[src/card_info_pkg.sv]
package card_info_pkg;

    // ------------------------------------------------------------
    // timing
    // ------------------------------------------------------------
    localparam int CLK_PERIOD_NS   = 10;        // 100 MHz core clock
    localparam int BLOCK_GAP_NS    = 1000;      // block to block, same sector
    localparam int SHORT_GAP_NS    = 62000;     // block to block, short blocks
    localparam int BLOCK_GAP_CYC   = (BLOCK_GAP_NS / CLK_PERIOD_NS > 0) ? BLOCK_GAP_NS / CLK_PERIOD_NS : 1;
    localparam int SHORT_GAP_CYC   = (SHORT_GAP_NS / CLK_PERIOD_NS > 0) ? SHORT_GAP_NS / CLK_PERIOD_NS : 1;
    localparam int GAP_W           = 13;        // wide enough for the short-block count
    localparam logic [11:0] SHORT_BLOCK_BYTES = 12'h100;

    // ------------------------------------------------------------
    // register widths and serial lengths
    // ------------------------------------------------------------
    localparam int OPCOND_W        = 32;
    localparam int RECORD_W        = 128;
    localparam int ADDR_W          = 16;
    localparam int CNT_W           = 7;
    localparam logic [CNT_W-1:0] OPCOND_LAST = 7'h1f;   // bits left after first
    localparam logic [CNT_W-1:0] RECORD_LAST = 7'h7f;
    localparam int OPCOND_READY_BIT = 31;               // power-up-complete flag
    localparam logic [30:0] OPCOND_VOLT_RANGE = 31'h00ff8000;

    // ------------------------------------------------------------
    // address register
    // ------------------------------------------------------------
    localparam logic [ADDR_W-1:0] ADDR_DEFAULT  = 16'h0001;
    localparam logic [ADDR_W-1:0] ADDR_BCAST    = 16'h0000;

    // ------------------------------------------------------------
    // identity record checksum
    // ------------------------------------------------------------
    localparam int ID_MSG_W        = 120;               // bits 127:8
    localparam logic [6:0] CRC7_POLY = 7'h09;           // x^7 + x^3 + 1

    // ------------------------------------------------------------
    // parameter record, fixed part (bits 127:16)
    // ------------------------------------------------------------
    localparam logic [1:0]  PAR_LAYOUT_VERSION = 2'h1;
    localparam logic [3:0]  PAR_SPEC_VERSION   = 4'h2;
    localparam logic [7:0]  PAR_ASYNC_ACCESS   = 8'h0e;
    localparam logic [7:0]  PAR_CLOCKED_ACCESS = 8'h01;
    localparam logic [7:0]  PAR_MAX_RATE       = 8'h2a;
    localparam logic [11:0] PAR_CLASSES        = 12'h0ff;
    localparam logic [3:0]  PAR_READ_BLOCK_LENGTH   = 4'h9;
    localparam logic [11:0] PAR_DEVICE_SIZE    = 12'h7a7;
    localparam logic [2:0]  PAR_RD_CUR_LOW     = 3'h5;
    localparam logic [2:0]  PAR_RD_CUR_HIGH    = 3'h4;
    localparam logic [2:0]  PAR_WR_CUR_LOW     = 3'h5;
    localparam logic [2:0]  PAR_WR_CUR_HIGH    = 3'h4;
    localparam logic [2:0]  PAR_CAP_MULT       = 3'h3;
    localparam logic [4:0]  PAR_ERASE_CLUSTER  = 5'h0f;
    localparam logic [4:0]  PAR_PROTECT_CLUSTER = 5'h01;
    localparam logic [2:0]  PAR_WRITE_SPEED    = 3'h2;
    localparam logic [3:0]  PAR_WRITE_BLOCK_LENGTH  = 4'h9;

    localparam logic [111:0] PAR_FIXED = {
        PAR_LAYOUT_VERSION, PAR_SPEC_VERSION, 2'h0,
        PAR_ASYNC_ACCESS, PAR_CLOCKED_ACCESS, PAR_MAX_RATE,
        PAR_CLASSES, PAR_READ_BLOCK_LENGTH,
        1'b1, 1'b0, 1'b0, 1'b0, 2'h0,          // partial read, no misalign, no driver stage
        PAR_DEVICE_SIZE,
        PAR_RD_CUR_LOW, PAR_RD_CUR_HIGH, PAR_WR_CUR_LOW, PAR_WR_CUR_HIGH,
        PAR_CAP_MULT, 5'h00, PAR_ERASE_CLUSTER, PAR_PROTECT_CLUSTER,
        1'b1, 2'h0, PAR_WRITE_SPEED, PAR_WRITE_BLOCK_LENGTH, 1'b0, 5'h00
    };

    // ------------------------------------------------------------
    // parameter record, user part (bits 15:0)
    // ------------------------------------------------------------
    localparam logic [15:0] USER_RESET      = 16'h0001;
    localparam logic [15:0] USER_COPY_MASK  = 16'h4000; // one-time settable
    localparam logic [15:0] USER_ERASE_MASK = 16'h13fe; // bits 12, 9:8, 7:1
    localparam logic [15:0] USER_FIXED_ONE  = 16'h0001; // bit 0 stuck at one

    // ------------------------------------------------------------
    // commands seen by the register bank
    // ------------------------------------------------------------
    typedef enum logic [2:0] {
        CMD_NONE      = 3'b000,
        CMD_RD_OPCOND = 3'b001,
        CMD_RD_IDENT  = 3'b010,
        CMD_RD_PARAMS = 3'b011,
        CMD_SET_ADDR  = 3'b100,
        CMD_PROG_PAR  = 3'b101,
        CMD_ERASE_PAR = 3'b110,
        CMD_GO_IDLE   = 3'b111
    } cmd_t;

    typedef enum logic [0:0] {
        PH_IDLE  = 1'b0,
        PH_SHIFT = 1'b1
    } phase_t;

endpackage

[src/id_crc_if.sv]
`timescale 1ns/10ps
`default_nettype none
interface id_crc_if;
    import card_info_pkg::*;
    logic [ID_MSG_W-1:0] message;   // identity bits 127:8
    logic [6:0]          remainder; // seven-bit checksum
    modport calc (input message, output remainder);
    modport user (output message, input remainder);
endinterface
`default_nettype wire

[src/id_checksum.sv]
`timescale 1ns/10ps
`default_nettype none
module id_checksum
    import card_info_pkg::*;
(
    // message in, checksum out
    id_crc_if.calc link
);

    // ------------------------------------------------------------
    // bitwise division by the generator, msb first
    // ------------------------------------------------------------
    // purely combinational; the message is static so depth costs nothing
    always_comb
    begin
        logic [6:0] crc;
        logic       feed;
        crc  = 7'h00;
        feed = 1'b0;
        for (int i = ID_MSG_W - 1; i >= 0; i--)
        begin
            feed = link.message[i] ^ crc[6];
            crc  = {crc[5:0], 1'b0} ^ (feed ? CRC7_POLY : 7'h00);
        end
        link.remainder = crc;
    end

endmodule
`default_nettype wire

[src/card_info_registers.sv]
`timescale 1ns/10ps
`default_nettype none
module card_info_registers
    import card_info_pkg::*;
#(
    parameter logic [7:0]  MAKER_CODE   = 8'h5a,            // arbitrary value
    parameter logic [15:0] APP_CODE     = 16'h1234,         // arbitrary value
    parameter logic [47:0] PRODUCT_NAME = 48'h4341_5244_3031,
    parameter logic [7:0]  REVISION     = 8'h10,
    parameter logic [31:0] SERIAL_NUM   = 32'h0000_0001,
    parameter logic [7:0]  MFG_DATE     = 8'h01,
    parameter int          SHORT_GAP_CYCLES = SHORT_GAP_CYC
)
(
    // clock and power-up reset
    input  wire logic              clk,
    input  wire logic              srst,
    // command from the protocol engine
    input  wire logic              cmdValid,
    input  wire cmd_t              cmdCode,
    input  wire logic [ADDR_W-1:0] cmdArg,
    input  wire logic              chipSelectN,
    input  wire logic              powerUpDone,
    // addressed-command matching
    input  wire logic              hostAddrValid,
    input  wire logic [ADDR_W-1:0] hostAddr,
    output logic                   addrHit,
    output logic                   deselectAll,
    // serial readout
    output logic                   serialBit,
    output logic                   serialValid,
    output logic                   serialLast,
    output logic                   cmdRefused,
    output logic                   spiMode,
    // block pacing
    input  wire logic              blockReq,
    input  wire logic [11:0]       blockLen,
    output logic                   blockReady
);

    // ------------------------------------------------------------
    // state
    // ------------------------------------------------------------
    typedef struct packed {
        phase_t              phase;      // idle or shifting
        logic [RECORD_W-1:0] shifter;    // word being sent, msb at top
        logic [CNT_W-1:0]    remain;     // bits still to send after current
        logic [ADDR_W-1:0]   relAddr;    // relative card address
        logic                spi;        // SPI mode latched
        logic [15:0]         userBits;   // parameter bits 15:0
        logic [GAP_W-1:0]    gapCount;   // block gap timer
        logic                serialBit;
        logic                serialValid;
        logic                serialLast;
        logic                refused;
        logic                addrHit;
        logic                deselectAll;
        logic                blockReady;
    } state_t;

    state_t stReg;   // registered state
    state_t stNext;  // next state

    // ------------------------------------------------------------
    // identity and record words
    // ------------------------------------------------------------
    id_crc_if crcLink ();                       // checksum carrier
    logic [RECORD_W-1:0] identWord;             // full identity record
    logic [RECORD_W-1:0] paramWord;             // full parameter record
    logic [OPCOND_W-1:0] opcondWord;            // operating conditions
    logic                readCmd;               // decoded read command
    logic                readTake;              // read accepted this cycle
    logic [15:0]         progValue;             // user bits after programming

    // checksum over bits 127:8 of the identity
    assign crcLink.message = {MAKER_CODE, APP_CODE, PRODUCT_NAME, REVISION, SERIAL_NUM, MFG_DATE};

    id_checksum u_crc (
        .link (crcLink.calc)
    );

    // fixed layout, checksum folded in, bit 0 tied high
    assign identWord = {crcLink.message, crcLink.remainder, 1'b1};

    // fixed fields in the top, user bits below
    assign paramWord = {PAR_FIXED, stReg.userBits | USER_FIXED_ONE};

    // ready flag sampled live; the word is factory-fixed otherwise
    assign opcondWord = {powerUpDone, OPCOND_VOLT_RANGE};

    // ------------------------------------------------------------
    // command decode
    // ------------------------------------------------------------
    // only the three read commands return a record
    assign readCmd  = (cmdCode == CMD_RD_OPCOND) || (cmdCode == CMD_RD_IDENT)
                    || (cmdCode == CMD_RD_PARAMS);
    assign readTake = cmdValid && readCmd && (stReg.phase == PH_IDLE);

    // copy bit may go 0 to 1 but never back; bit 0 stays one; the rest takes the argument
    assign progValue = ((cmdArg & ~USER_COPY_MASK)
                     | ((cmdArg | stReg.userBits) & USER_COPY_MASK)) | USER_FIXED_ONE;

    // ------------------------------------------------------------
    // next-state logic
    // ------------------------------------------------------------
    always_comb
    begin
        stNext             = stReg;
        // pulses default low every cycle
        stNext.refused     = 1'b0;
        stNext.serialValid = 1'b0;
        stNext.serialLast  = 1'b0;
        stNext.blockReady  = 1'b0;
        stNext.addrHit     = 1'b0;
        stNext.deselectAll = 1'b0;

        // serial readout
        case (stReg.phase)
            PH_IDLE:
            begin
                if (readTake)
                begin
                    stNext.phase = PH_SHIFT;
                    // short word sits left-aligned so msb leaves first
                    case (cmdCode)
                        CMD_RD_OPCOND:
                        begin
                            stNext.shifter = {opcondWord, {(RECORD_W-OPCOND_W){1'b0}}};
                            stNext.remain  = OPCOND_LAST;
                        end
                        CMD_RD_IDENT:
                        begin
                            stNext.shifter = identWord;
                            stNext.remain  = RECORD_LAST;
                        end
                        default:
                        begin
                            stNext.shifter = paramWord;
                            stNext.remain  = RECORD_LAST;
                        end
                    endcase
                end
            end
            PH_SHIFT:
            begin
                // one bit per cycle from the top
                stNext.serialBit   = stReg.shifter[RECORD_W-1];
                stNext.serialValid = 1'b1;
                stNext.shifter     = {stReg.shifter[RECORD_W-2:0], 1'b0};
                if (stReg.remain == '0)
                begin
                    stNext.serialLast = 1'b1;
                    stNext.phase      = PH_IDLE;
                end
                else
                begin
                    stNext.remain = stReg.remain - 1'b1;
                end
            end
            default:
            begin
                stNext.phase = PH_IDLE;
            end
        endcase

        // register-changing commands
        if (cmdValid)
        begin
            case (cmdCode)
                CMD_SET_ADDR:
                begin
                    // no address register in SPI mode: refuse
                    if (stReg.spi)
                    begin
                        stNext.refused = 1'b1;
                    end
                    else
                    begin
                        stNext.relAddr = cmdArg;
                    end
                end
                CMD_PROG_PAR:
                begin
                    stNext.userBits = progValue;
                end
                CMD_ERASE_PAR:
                begin
                    // erasable bits clear, copy and lock bits survive
                    stNext.userBits = (stReg.userBits & ~USER_ERASE_MASK) | USER_FIXED_ONE;
                end
                CMD_GO_IDLE:
                begin
                    // mode only ever moves into SPI; leaving needs power cycle
                    if (!chipSelectN)
                    begin
                        stNext.spi = 1'b1;
                    end
                end
                default:
                begin
                    // a read while one is running is dropped
                    if (readCmd && stReg.phase != PH_IDLE)
                    begin
                        stNext.refused = 1'b1;
                    end
                end
            endcase
        end

        // address matching, card bus mode only
        if (hostAddrValid && !stReg.spi)
        begin
            stNext.addrHit     = (hostAddr == stReg.relAddr) && (hostAddr != ADDR_BCAST);
            stNext.deselectAll = (hostAddr == ADDR_BCAST);
        end

        // block pacing timer; a request while running is ignored
        if (stReg.gapCount != '0)
        begin
            stNext.gapCount = stReg.gapCount - 1'b1;
            if (stReg.gapCount == GAP_W'(1))
            begin
                stNext.blockReady = 1'b1;
            end
        end
        else if (blockReq)
        begin
            stNext.gapCount = (blockLen < SHORT_BLOCK_BYTES) ? GAP_W'(SHORT_GAP_CYCLES)
                                                             : GAP_W'(BLOCK_GAP_CYC);
        end
    end

    // ------------------------------------------------------------
    // state register
    // ------------------------------------------------------------
    // user bits reset too: no non-volatile cell in this model
    always_ff @(posedge clk)
    begin
        if (srst)
        begin
            stReg          <= '0;
            stReg.phase    <= PH_IDLE;
            stReg.relAddr  <= ADDR_DEFAULT;
            stReg.userBits <= USER_RESET;
        end
        else
        begin
            stReg <= stNext;
        end
    end

    // ------------------------------------------------------------
    // outputs, all straight from flops
    // ------------------------------------------------------------
    assign serialBit   = stReg.serialBit;
    assign serialValid = stReg.serialValid;
    assign serialLast  = stReg.serialLast;
    assign cmdRefused  = stReg.refused;
    assign spiMode     = stReg.spi;
    assign addrHit     = stReg.addrHit;
    assign deselectAll = stReg.deselectAll;
    assign blockReady  = stReg.blockReady;

    // ------------------------------------------------------------
    // checks
    // ------------------------------------------------------------
    localparam int GapWait = BLOCK_GAP_CYC;
    // ready shows after the gap's last edge, so it is sampled one edge later
    localparam int GapTail = GapWait - 2;
endmodule
`default_nettype wire

[config.mk]
export PLATFORM = sky130hd
export DESIGN_NAME = card_info_registers
export DESIGN_NICKNAME = d
export VERILOG_FILES = /design/src/card_info_pkg.sv /design/src/id_crc_if.sv /design/src/id_checksum.sv /design/src/card_info_registers.sv
export SDC_FILE = /design/constraint.sdc
export NUM_CORES = 1
export LEC_CHECK = 0
export BUFFER_PORTS_ARGS = -buffer_cell sky130_fd_sc_hd__buf_2
export CORE_ASPECT_RATIO = 1.5
export CORE_MARGIN = 2
export CORE_UTILIZATION = 31
export DETAILED_ROUTE_END_ITERATION = 6
export GPL_TIMING_DRIVEN = 0
export HOLD_SLACK_MARGIN = 0.12
export MAX_ROUTING_LAYER = met4
export PLACE_DENSITY = 0.44
export SKIP_CTS_REPAIR_TIMING = 1
export SLEW_MARGIN = 10
export SYNTH_ARGS = -nofsm -noshare
export SYNTH_HDL_FRONTEND = slang
export SYNTH_HIERARCHICAL = 1
export SYNTH_SLANG_ARGS = --single-unit
[constraint.sdc]
create_clock -name clk -period 2.6 [get_ports clk]
set_clock_uncertainty 0.15 [all_clocks]
set_input_delay 0.52 -clock clk [delete_from_list [all_inputs] [get_ports clk]]
set_output_delay 0.52 -clock clk [all_outputs]
set_load 0.1 [all_outputs]
==> results of run 1 <==
## cell families (layout without fill, tap and decap cells)
group,count (synthesis),after routing,share of synthesized area (%)
DFF,188,188,36.5
other,2,173,0.0729
buffers and inverters,70,154,3.03
and+or+nand+nor,242,242,11.5
xor gates and xnor gates,245,245,31.9
muxes,28,28,2.73
adders and majority gates,4,4,0.486
AOI/OAI and AO/OA,172,172,13.8
## worst max-delay path: cells and delay by family, from the launching register on
kind            cells  cell delay [ns]
compound gates      1             0.10
flops               1             0.32
buf+inv             1             0.53
simple gates        3             1.15
## worst paths after layout
check | endpoint | from | slack (ns) | depth (start not counted)
setup / recovery | stReg[134] | stReg[188] | 0.27 | 5
hold / removal | stReg[37] | cmdArg[0] | 0.17 | 3
hold reg to reg | paramWord[11] | paramWord[11] | 0.31 | 2
setup reg to reg | stReg[134] | stReg[188] | 0.27 | 5
## sequential cells by signal, indices dropped and copies added (netlist names)
register	flops
stReg	165
blockReady	1
cmdRefused	1
serialBit	1
deselectAll	1
serialValid	1
spiMode	1
addrHit	1
serialLast	1
paramWord	15
## cells in the final DEF (no fill, tap or decap), drive strengths merged, types with 21 or more instances in the layout
| cell type | n |
|---|---|
| nor2 | 127 |
| nand2 | 24 |
| a221oi | 63 |
| buf | 74 |
| conb | 173 |
| xor2 | 52 |
| clkbuf | 53 |
| inv | 21 |
| dfxtp | 188 |
| a22o | 36 |
| mux2i | 27 |
| xnor3 | 62 |
| xnor2 | 115 |
| a21oi | 24 |
## stage by stage
stage          TNS (ns)  hold slack, ns  area [µm²]
2_1_floorplan         0           0.272       10900
3_3_place_gp      -7.84           0.295       11700
3_5_place_dp      -3.73           0.309       11700
5_1_grt               0           0.165       12300
4_1_cts               0           0.146       12300
6_report              0           0.167       12300
## final cells by class
type | count | area [µm²]
clock inverter | 15 | 173
buffer | 58 | 267
inverter | 12 | 45.0
fill | 3346 | 20300
timing repair buffer | 52 | 260
multi-input combinational | 864 | 6860
sequential | 188 | 3760
clock buffer | 17 | 425
tap | 415 | 519
## per-layer routing
metal / track usage (%) / vias up
met5: - / -
met3: 2.25 / 26
met2: 29.2 / 112
li1: - / 3769
met1: 15.3 / 3601
met4: 5.47 / 0
==> results.tsv, run 1 <==
metric	value	unit
synth.cell_area	0.0103	mm²
ys_top_cells_by_count	dfxtp_1 (188), nor2_1 (127), xnor2_1 (111)	
fin_nets	1251	
preCtsSetupSlack	-0.148	ns
ioPinCount	62	
fmaxAchievable	0.429	GHz
cts_buffers	17	
grt_antenna_before_repair	0	
start_util	31.6	%
die_w	153	µm
ant_nets	0	
final_cells	1621	
utilization	37.7	%
via_per_inst	4.63	
avgSynthCellArea	10.8	µm²
grt-ovfl-total	0	
synthTopCellsByArea	dfxtp_1 (37%), xnor3_1 (12%), xnor2_1 (9.4%)	
cts.path.max_buffers	2	
root_buffer	clkbuf_16	
synth_warnings	6	
place_inst	1589	
worst_slack	0.271	ns
place_congestion	0.840	
setup_viol_count_final	0	
dr_total_vias	7508	
cp-end-kind	flop	
required	2.82	ns
drv_slew	0	
start_kind	flop	
area_delta_synth_final	19.6	%
grt_pass1_wl	40000	µm
grt_use_total	15.1	%
grt_start_max_net_pins	19	
wl_per_cell	15.1	µm
cpMaxStageDelayCell	nor3_1	
rsz0062_at_grt	no	
clock_latency	0.44	ns
post-route-min-period	2.33	ns
yosys_most_used_dff	dfxtp_1	
hold_class	input port to flop	
highest_layer	met4	
drtIter0Drc	348	
path_class	flop to flop	
synth_top_area_share	36.5	%
antenna_cells	0	
drv_cap	0	
dieArea	0.0347	mm²
tightest_slew	0.857	ns
crit_fanout	10	
drtPass1Iterations	6	
path_cells	or3b_4, nor3_1, clkbuf_1, a221oi_1, nor2_1	
yosysTopAreaCell	dfxtp_1	
synth_cell_types	66	
yosysMostFrequentCell	dfxtp_1	
die_h	227	µm
synth-edff-count	0	
synth_seq_cells	188	
layout-drive-gt1-share	10.9	%
wl_met2	13900	µm
fin_crit_sh	89.6	%
hold_viol	0	
cts.sinks	188	
cts_tree	built	
grt_pass1_vias	7598	
routed_wl	24600	µm
synth-seq-area-share	36.5	%
hpwl	18700	µm
async_reset_ff_share	0	%
relSlewSlack	42.5	%
syn_inst	951	
arrival	2.55	ns
status	completed	
h-tree-depth	4	
coreArea	0.0326	mm²
route.met3.wl	560	µm
wl_met1	9670	µm
port_buffers	52	
cpPeakStageDelay	0.63	ns
drc	0	
clkTransAtPathRegs	0.07	ns
num_rows	81	
Power of run 1 is left out: the tool's default activity adds up to more than one toggle a clock period on the data nets, which glitch-free logic cannot reach.
==> run 2, diff against run 1 <==
- ABC_AREA: default -> 1
==> results.tsv, run 2 <==
metric	value	unit
status	completed	
ys_top_cells_by_count	nand2_1 (802), nand3_1 (246), inv_1 (237)	
path_class	flop to flop	
holdWs	0.166	ns
synth_top_area_share	29.1	%
holdPathStages	3	
route.met3.wl	591	µm
async_reset_ff_share	0	%
wl_met2	18100	µm
timing.rr.end	stReg[104]	
synthTopCellsByArea	dfxtp_1 (29%), nand2_1 (23%), nand3_1 (9.5%)	
h-tree-depth	4	
grt_pass1_wl	57400	µm
required	2.82	ns
root_buffer	clkbuf_16	
cts_buffers	17	
mostFrequentLayoutCells	nand2_1 (802), conb_1 (303), nand3_1 (246)	
cts.path.max_buffers	2	
ant_nets	0	
synth.cell_area	0.0129	mm²
drv_slew	0	
dr_total_vias	12920	
fin_crit_sh	84.1	%
cp-end-kind	flop	
rr_worst_depth	6	
dieArea	0.0434	mm²
grt-ovfl-total	0	
coreArea	0.0411	mm²
r2r_start	stReg[188]	
avgSynthCellArea	6.03	µm²
hold_viol	0	
path_cells	buf_2, inv_2, nor2_2, inv_1, clkbuf_1, o22ai_1	
antenna_cells	0	
drv_cap	0	
hold_class	input port to flop	
die_w	171	µm
arrival	2.40	ns
synth_cell_types	36	
synth-seq-area-share	29.1	%
dpl_cell_area	0.0150	mm²
drc	0	
whs_endpoint	stReg[37]	
largest_reg_flops	165	
yosysTopAreaCell	dfxtp_1	
num_rows	91	
synth_seq_cells	188	
grt_pass1_vias	12049	
ioPinCount	62	
grt_use_total	17.0	%
min_from	cmdArg[0]	
wl_per_cell	11.2	µm
grt_antenna_before_repair	0	
yosysMostFrequentCell	nand2_1	
start_util	31.5	%
area_delta_synth_final	20.7	%
cpMaxStageDelayCell	nor2_2	
via_per_inst	4.19	
fin_tns_setup	0	ns
routed_wl	34700	µm
fmaxAchievable	0.457	GHz
clkTransAtPathRegs	0.07	ns
grt_start_max_net_pins	17	
clock_latency	0.44	ns
setup_viol_count_final	0	
drtIter0Drc	431	
largest_register	stReg	
cts_tree	built	
num-fill-cells	4627	
start_kind	flop	
tightest_slew	0.828	ns
crit_family	buffers and inverters	
highest_layer	met4	
cts.sinks	188	
crit_fanout	10	
design_area	0.0156	mm²
wl_met1	15100	µm
die_h	254	µm
synth_warnings	6	
place_congestion	0.767	
post-route-min-period	2.19	ns
port_buffers	52	
cpPeakStageDelay	0.40	ns
synth-edff-count	0	
yosys_most_used_dff	dfxtp_1	
path_buf_inv	4	
layout-drive-gt1-share	14.4	%
syn_inst	2144	
fin_nets	2574	
reg2reg_slack	0.41	ns
relSlewSlack	44.8	%
hpwl	27900	µm
final_common_cell	nand2_1	
drtPass1Iterations	5	
rsz0062_at_grt	no	
==> run 2: worst max path at each step <==
| stage | cells past startpoint | slack (ns) | from | end |
|---|---|---|---|---|
| after global placement | 6 | 0.17 | srst | stReg[164] |
| after floorplan | 5 | 0.65 | spiMode | stReg[51] |
| final | 6 | 0.41 | stReg[188] | stReg[104] |
| after global routing | 6 | 0.22 | stReg[188] | stReg[104] |
| after detailed placement | 6 | 0.14 | srst | stReg[175] |
| after CTS | 6 | 0.35 | stReg[188] | serialLast |
==> run 2: kinds of logic after synthesis <==
logic type / Yosys count / synth area share, %
AOI/OAI and AO/OA: 202 / 8.98
xor gates and xnor gates: 23 / 1.62
adders and majority gates: 4 / 0.387
buffers and inverters: 347 / 10.4
DFF: 188 / 29.1
other: 2 / 0.0581
and+or+nand+nor: 1378 / 49.5
==> run 2: tightest hold or removal path: cells and delay by family <==
| family | cells | cell delay, ns |
|---|---|---|
| buf+inv | 1 | 0.08 |
| compound gates | 2 | 0.12 |
==> run 2: area by class of cell <==
cell class / count / area (µm²) / area share [%]
Inverter: 296 / 1110 / 7.12
Timing Repair Buffer: 52 / 260 / 1.67
Multi-Input combinational cell: 1910 / 8960 / 57.4
Sequential cell: 188 / 3760 / 24.1
Buffer: 51 / 229 / 1.47
Clock buffer: 21 / 460 / 2.95
Clock inverter: 11 / 133 / 0.849
Tap cell: 558 / 698 / 4.47
==> run 2: metal layers <==
| layer | track usage [%] | vias to the layer above |
|---|---|---|
| li1 | - | 7204 |
| met4 | 6.13 | 0 |
| met5 | - | - |
| met1 | 18.6 | 5574 |
| met2 | 31.5 | 111 |
| met3 | 1.77 | 31 |
==> run 2: through the flow <==
stage / instances / util, % / setup slack, ns
2_1_floorplan: 2445 / - / 0.654
3_3_place_gp: 3055 / 36.5 / 0.171
3_5_place_dp: 3055 / 36.5 / 0.142
4_1_cts: 3087 / 38.0 / 0.346
5_1_grt: 3087 / 38.0 / 0.221
6_report: 3087 / 38.0 / 0.413
Power of run 2 is left out for the same reason.
==> run 3, diff against run 2 <==
- ABC_AREA: 1 -> 0
- PLACE_DENSITY: 0.44 -> 0.46
- clock period: 2.6 -> 1.94 ns (I/O delays scaled with it)
==> results.tsv, run 3 (same netlist as run 1, synthesis figures left out) <==
metric	value	unit
status	complete, but fails checks	
violations	negative setup slack	
fmaxAchievable	0.469	GHz
grt_use_total	15.1	%
largest_register	stReg	
clkTransAtPathRegs	0.06	ns
cts.path.max_buffers	2	
setup_viol_count_final	15	
final_cells	1649	
wl_per_cell	15.1	µm
drv_cap	0	
path_buf_inv	3	
layout-drive-gt1-share	15.6	%
fin_tns_setup	-1.74	ns
drtIter0Drc	457	
grt_pass1_wl	39800	µm
drv_slew	0	
crit_fanout	4	
cts.sinks	188	
cpPeakStageDelay	0.39	ns
place_congestion	0.792	
coreArea	0.0326	mm²
multi_input_area	0.00711	mm²
reg2reg_slack	-0.19	ns
hpwl	18800	µm
final_common_cell	dfxtp_1	
rr_worst_depth	8	
ioPinCount	62	
dr_total_vias	7596	
fin_crit_sh	110	%
relSlewSlack	49.5	%
path_cells	inv_4, ha_4, or3b_4, nor4_4, buf_6, buf_12, nor3_4, nor4b_2	
cpMaxStageDelayCell	or3b_4	
required	2.14	ns
worst_slack	-0.191	ns
die_h	227	µm
ant_nets	0	
largest_reg_flops	165	
whs_endpoint	deselectAll	
path_class	flop to flop	
port_buffers	52	
cts_buffers	17	
crit_family	simple AND/OR/NAND/NOR gates	
start_util	31.6	%
area_delta_synth_final	25.0	%
grt_pass1_vias	7494	
grt_antenna_before_repair	0	
place_inst	1589	
num_rows	81	
num-fill-cells	3284	
root_buffer	clkbuf_16	
dieArea	0.0347	mm²
post-route-min-period	2.13	ns
r2r_start	stReg[8]	
cts_tree	built	
cp-end-kind	flop	
arrival	2.33	ns
h-tree-depth	4	
holdPathStages	4	
hold_class	input port to flop	
clock_latency	0.44	ns
regArea	0.00377	mm²
drc	0	
routed_wl	24900	µm
tightest_slew	0.758	ns
grt_start_max_net_pins	17	
hold_viol	0	
antenna_cells	0	
timing.rr.end	stReg[10]	
die_w	153	µm
mostFrequentLayoutCells	dfxtp_1 (183), conb_1 (173), nor2_1 (124)	
min_from	hostAddr[8]	
drtPass1Iterations	6	
start_kind	flop	
via_per_inst	4.61	
rsz0062_at_grt	yes	
grt-ovfl-total	0	
fin_nets	1283	
[run 3: changes by cell type in the layout (fill, tap and decap cells not counted), sizes merged, moves of 27 or more]
cell	change
a21oi	-43
a221oi	+63
a22o	+27
conb	-130
inv	-287
mux2i	+27
nand2	-936
nand3	-271
nand3b	-38
nor2	+37
o21ai	-56
xnor2	+100
xnor3	+62
xor2	+44
[run 3: stage by stage]
stage          utilization, %  cell area [µm²]  hold WS (ns)  setup slack [ns]
3_3_place_gp             36.0            11800         0.294            -0.663
5_1_grt                  39.4            12900         0.118            -0.288
3_5_place_dp             36.0            11800         0.297            -0.678
6_report                 39.4            12900         0.111            -0.191
4_1_cts                  37.6            12300        0.0143            -0.485
2_1_floorplan               -            11000         0.272            -0.142
[run 3: how the worst max path moves through the flow]
stage                from    endpoint  slack (ns)  cells after the start
2_1_floorplan   stReg[54]   stReg[58]       -0.14                      7
5_1_grt          stReg[7]   stReg[10]       -0.29                      8
3_3_place_gp     cmdValid  stReg[134]       -0.66                      6
4_1_cts        stReg[188]  stReg[134]       -0.49                      5
3_5_place_dp     cmdValid  stReg[162]       -0.68                      6
6_report         stReg[8]   stReg[10]       -0.19                      8
[run 3: worst reg2reg max path, cell delays in order, from the launching register on]
cell	delay, ns
dfxtp_4	0.36
inv_4	0.08
ha_4	0.17
or3b_4	0.39
nor4_4	0.33
buf_6	0.17
buf_12	0.12
nor3_4	0.04
nor4b_2	0.23
[run 3: cell type report]
class                      count  share of cell area, %
multi-input combinational    864                   55.3
sequential                   188                   29.3
timing repair buffer          85                   4.47
tap                          415                   4.04
clock buffer                  21                   3.50
buffer                        57                   2.42
clock inverter                 7                  0.554
inverter                      12                  0.389
[run 3: layer usage]
metal  vias up  track usage (%)  wire length, µm
met4         0             5.32              498
met1      3645             15.6             9770
met2       108             28.6            14000
li1       3820                -                -
met5         -                -                0
met3        23             2.63              617
Power of run 3 is left out for the same reason.
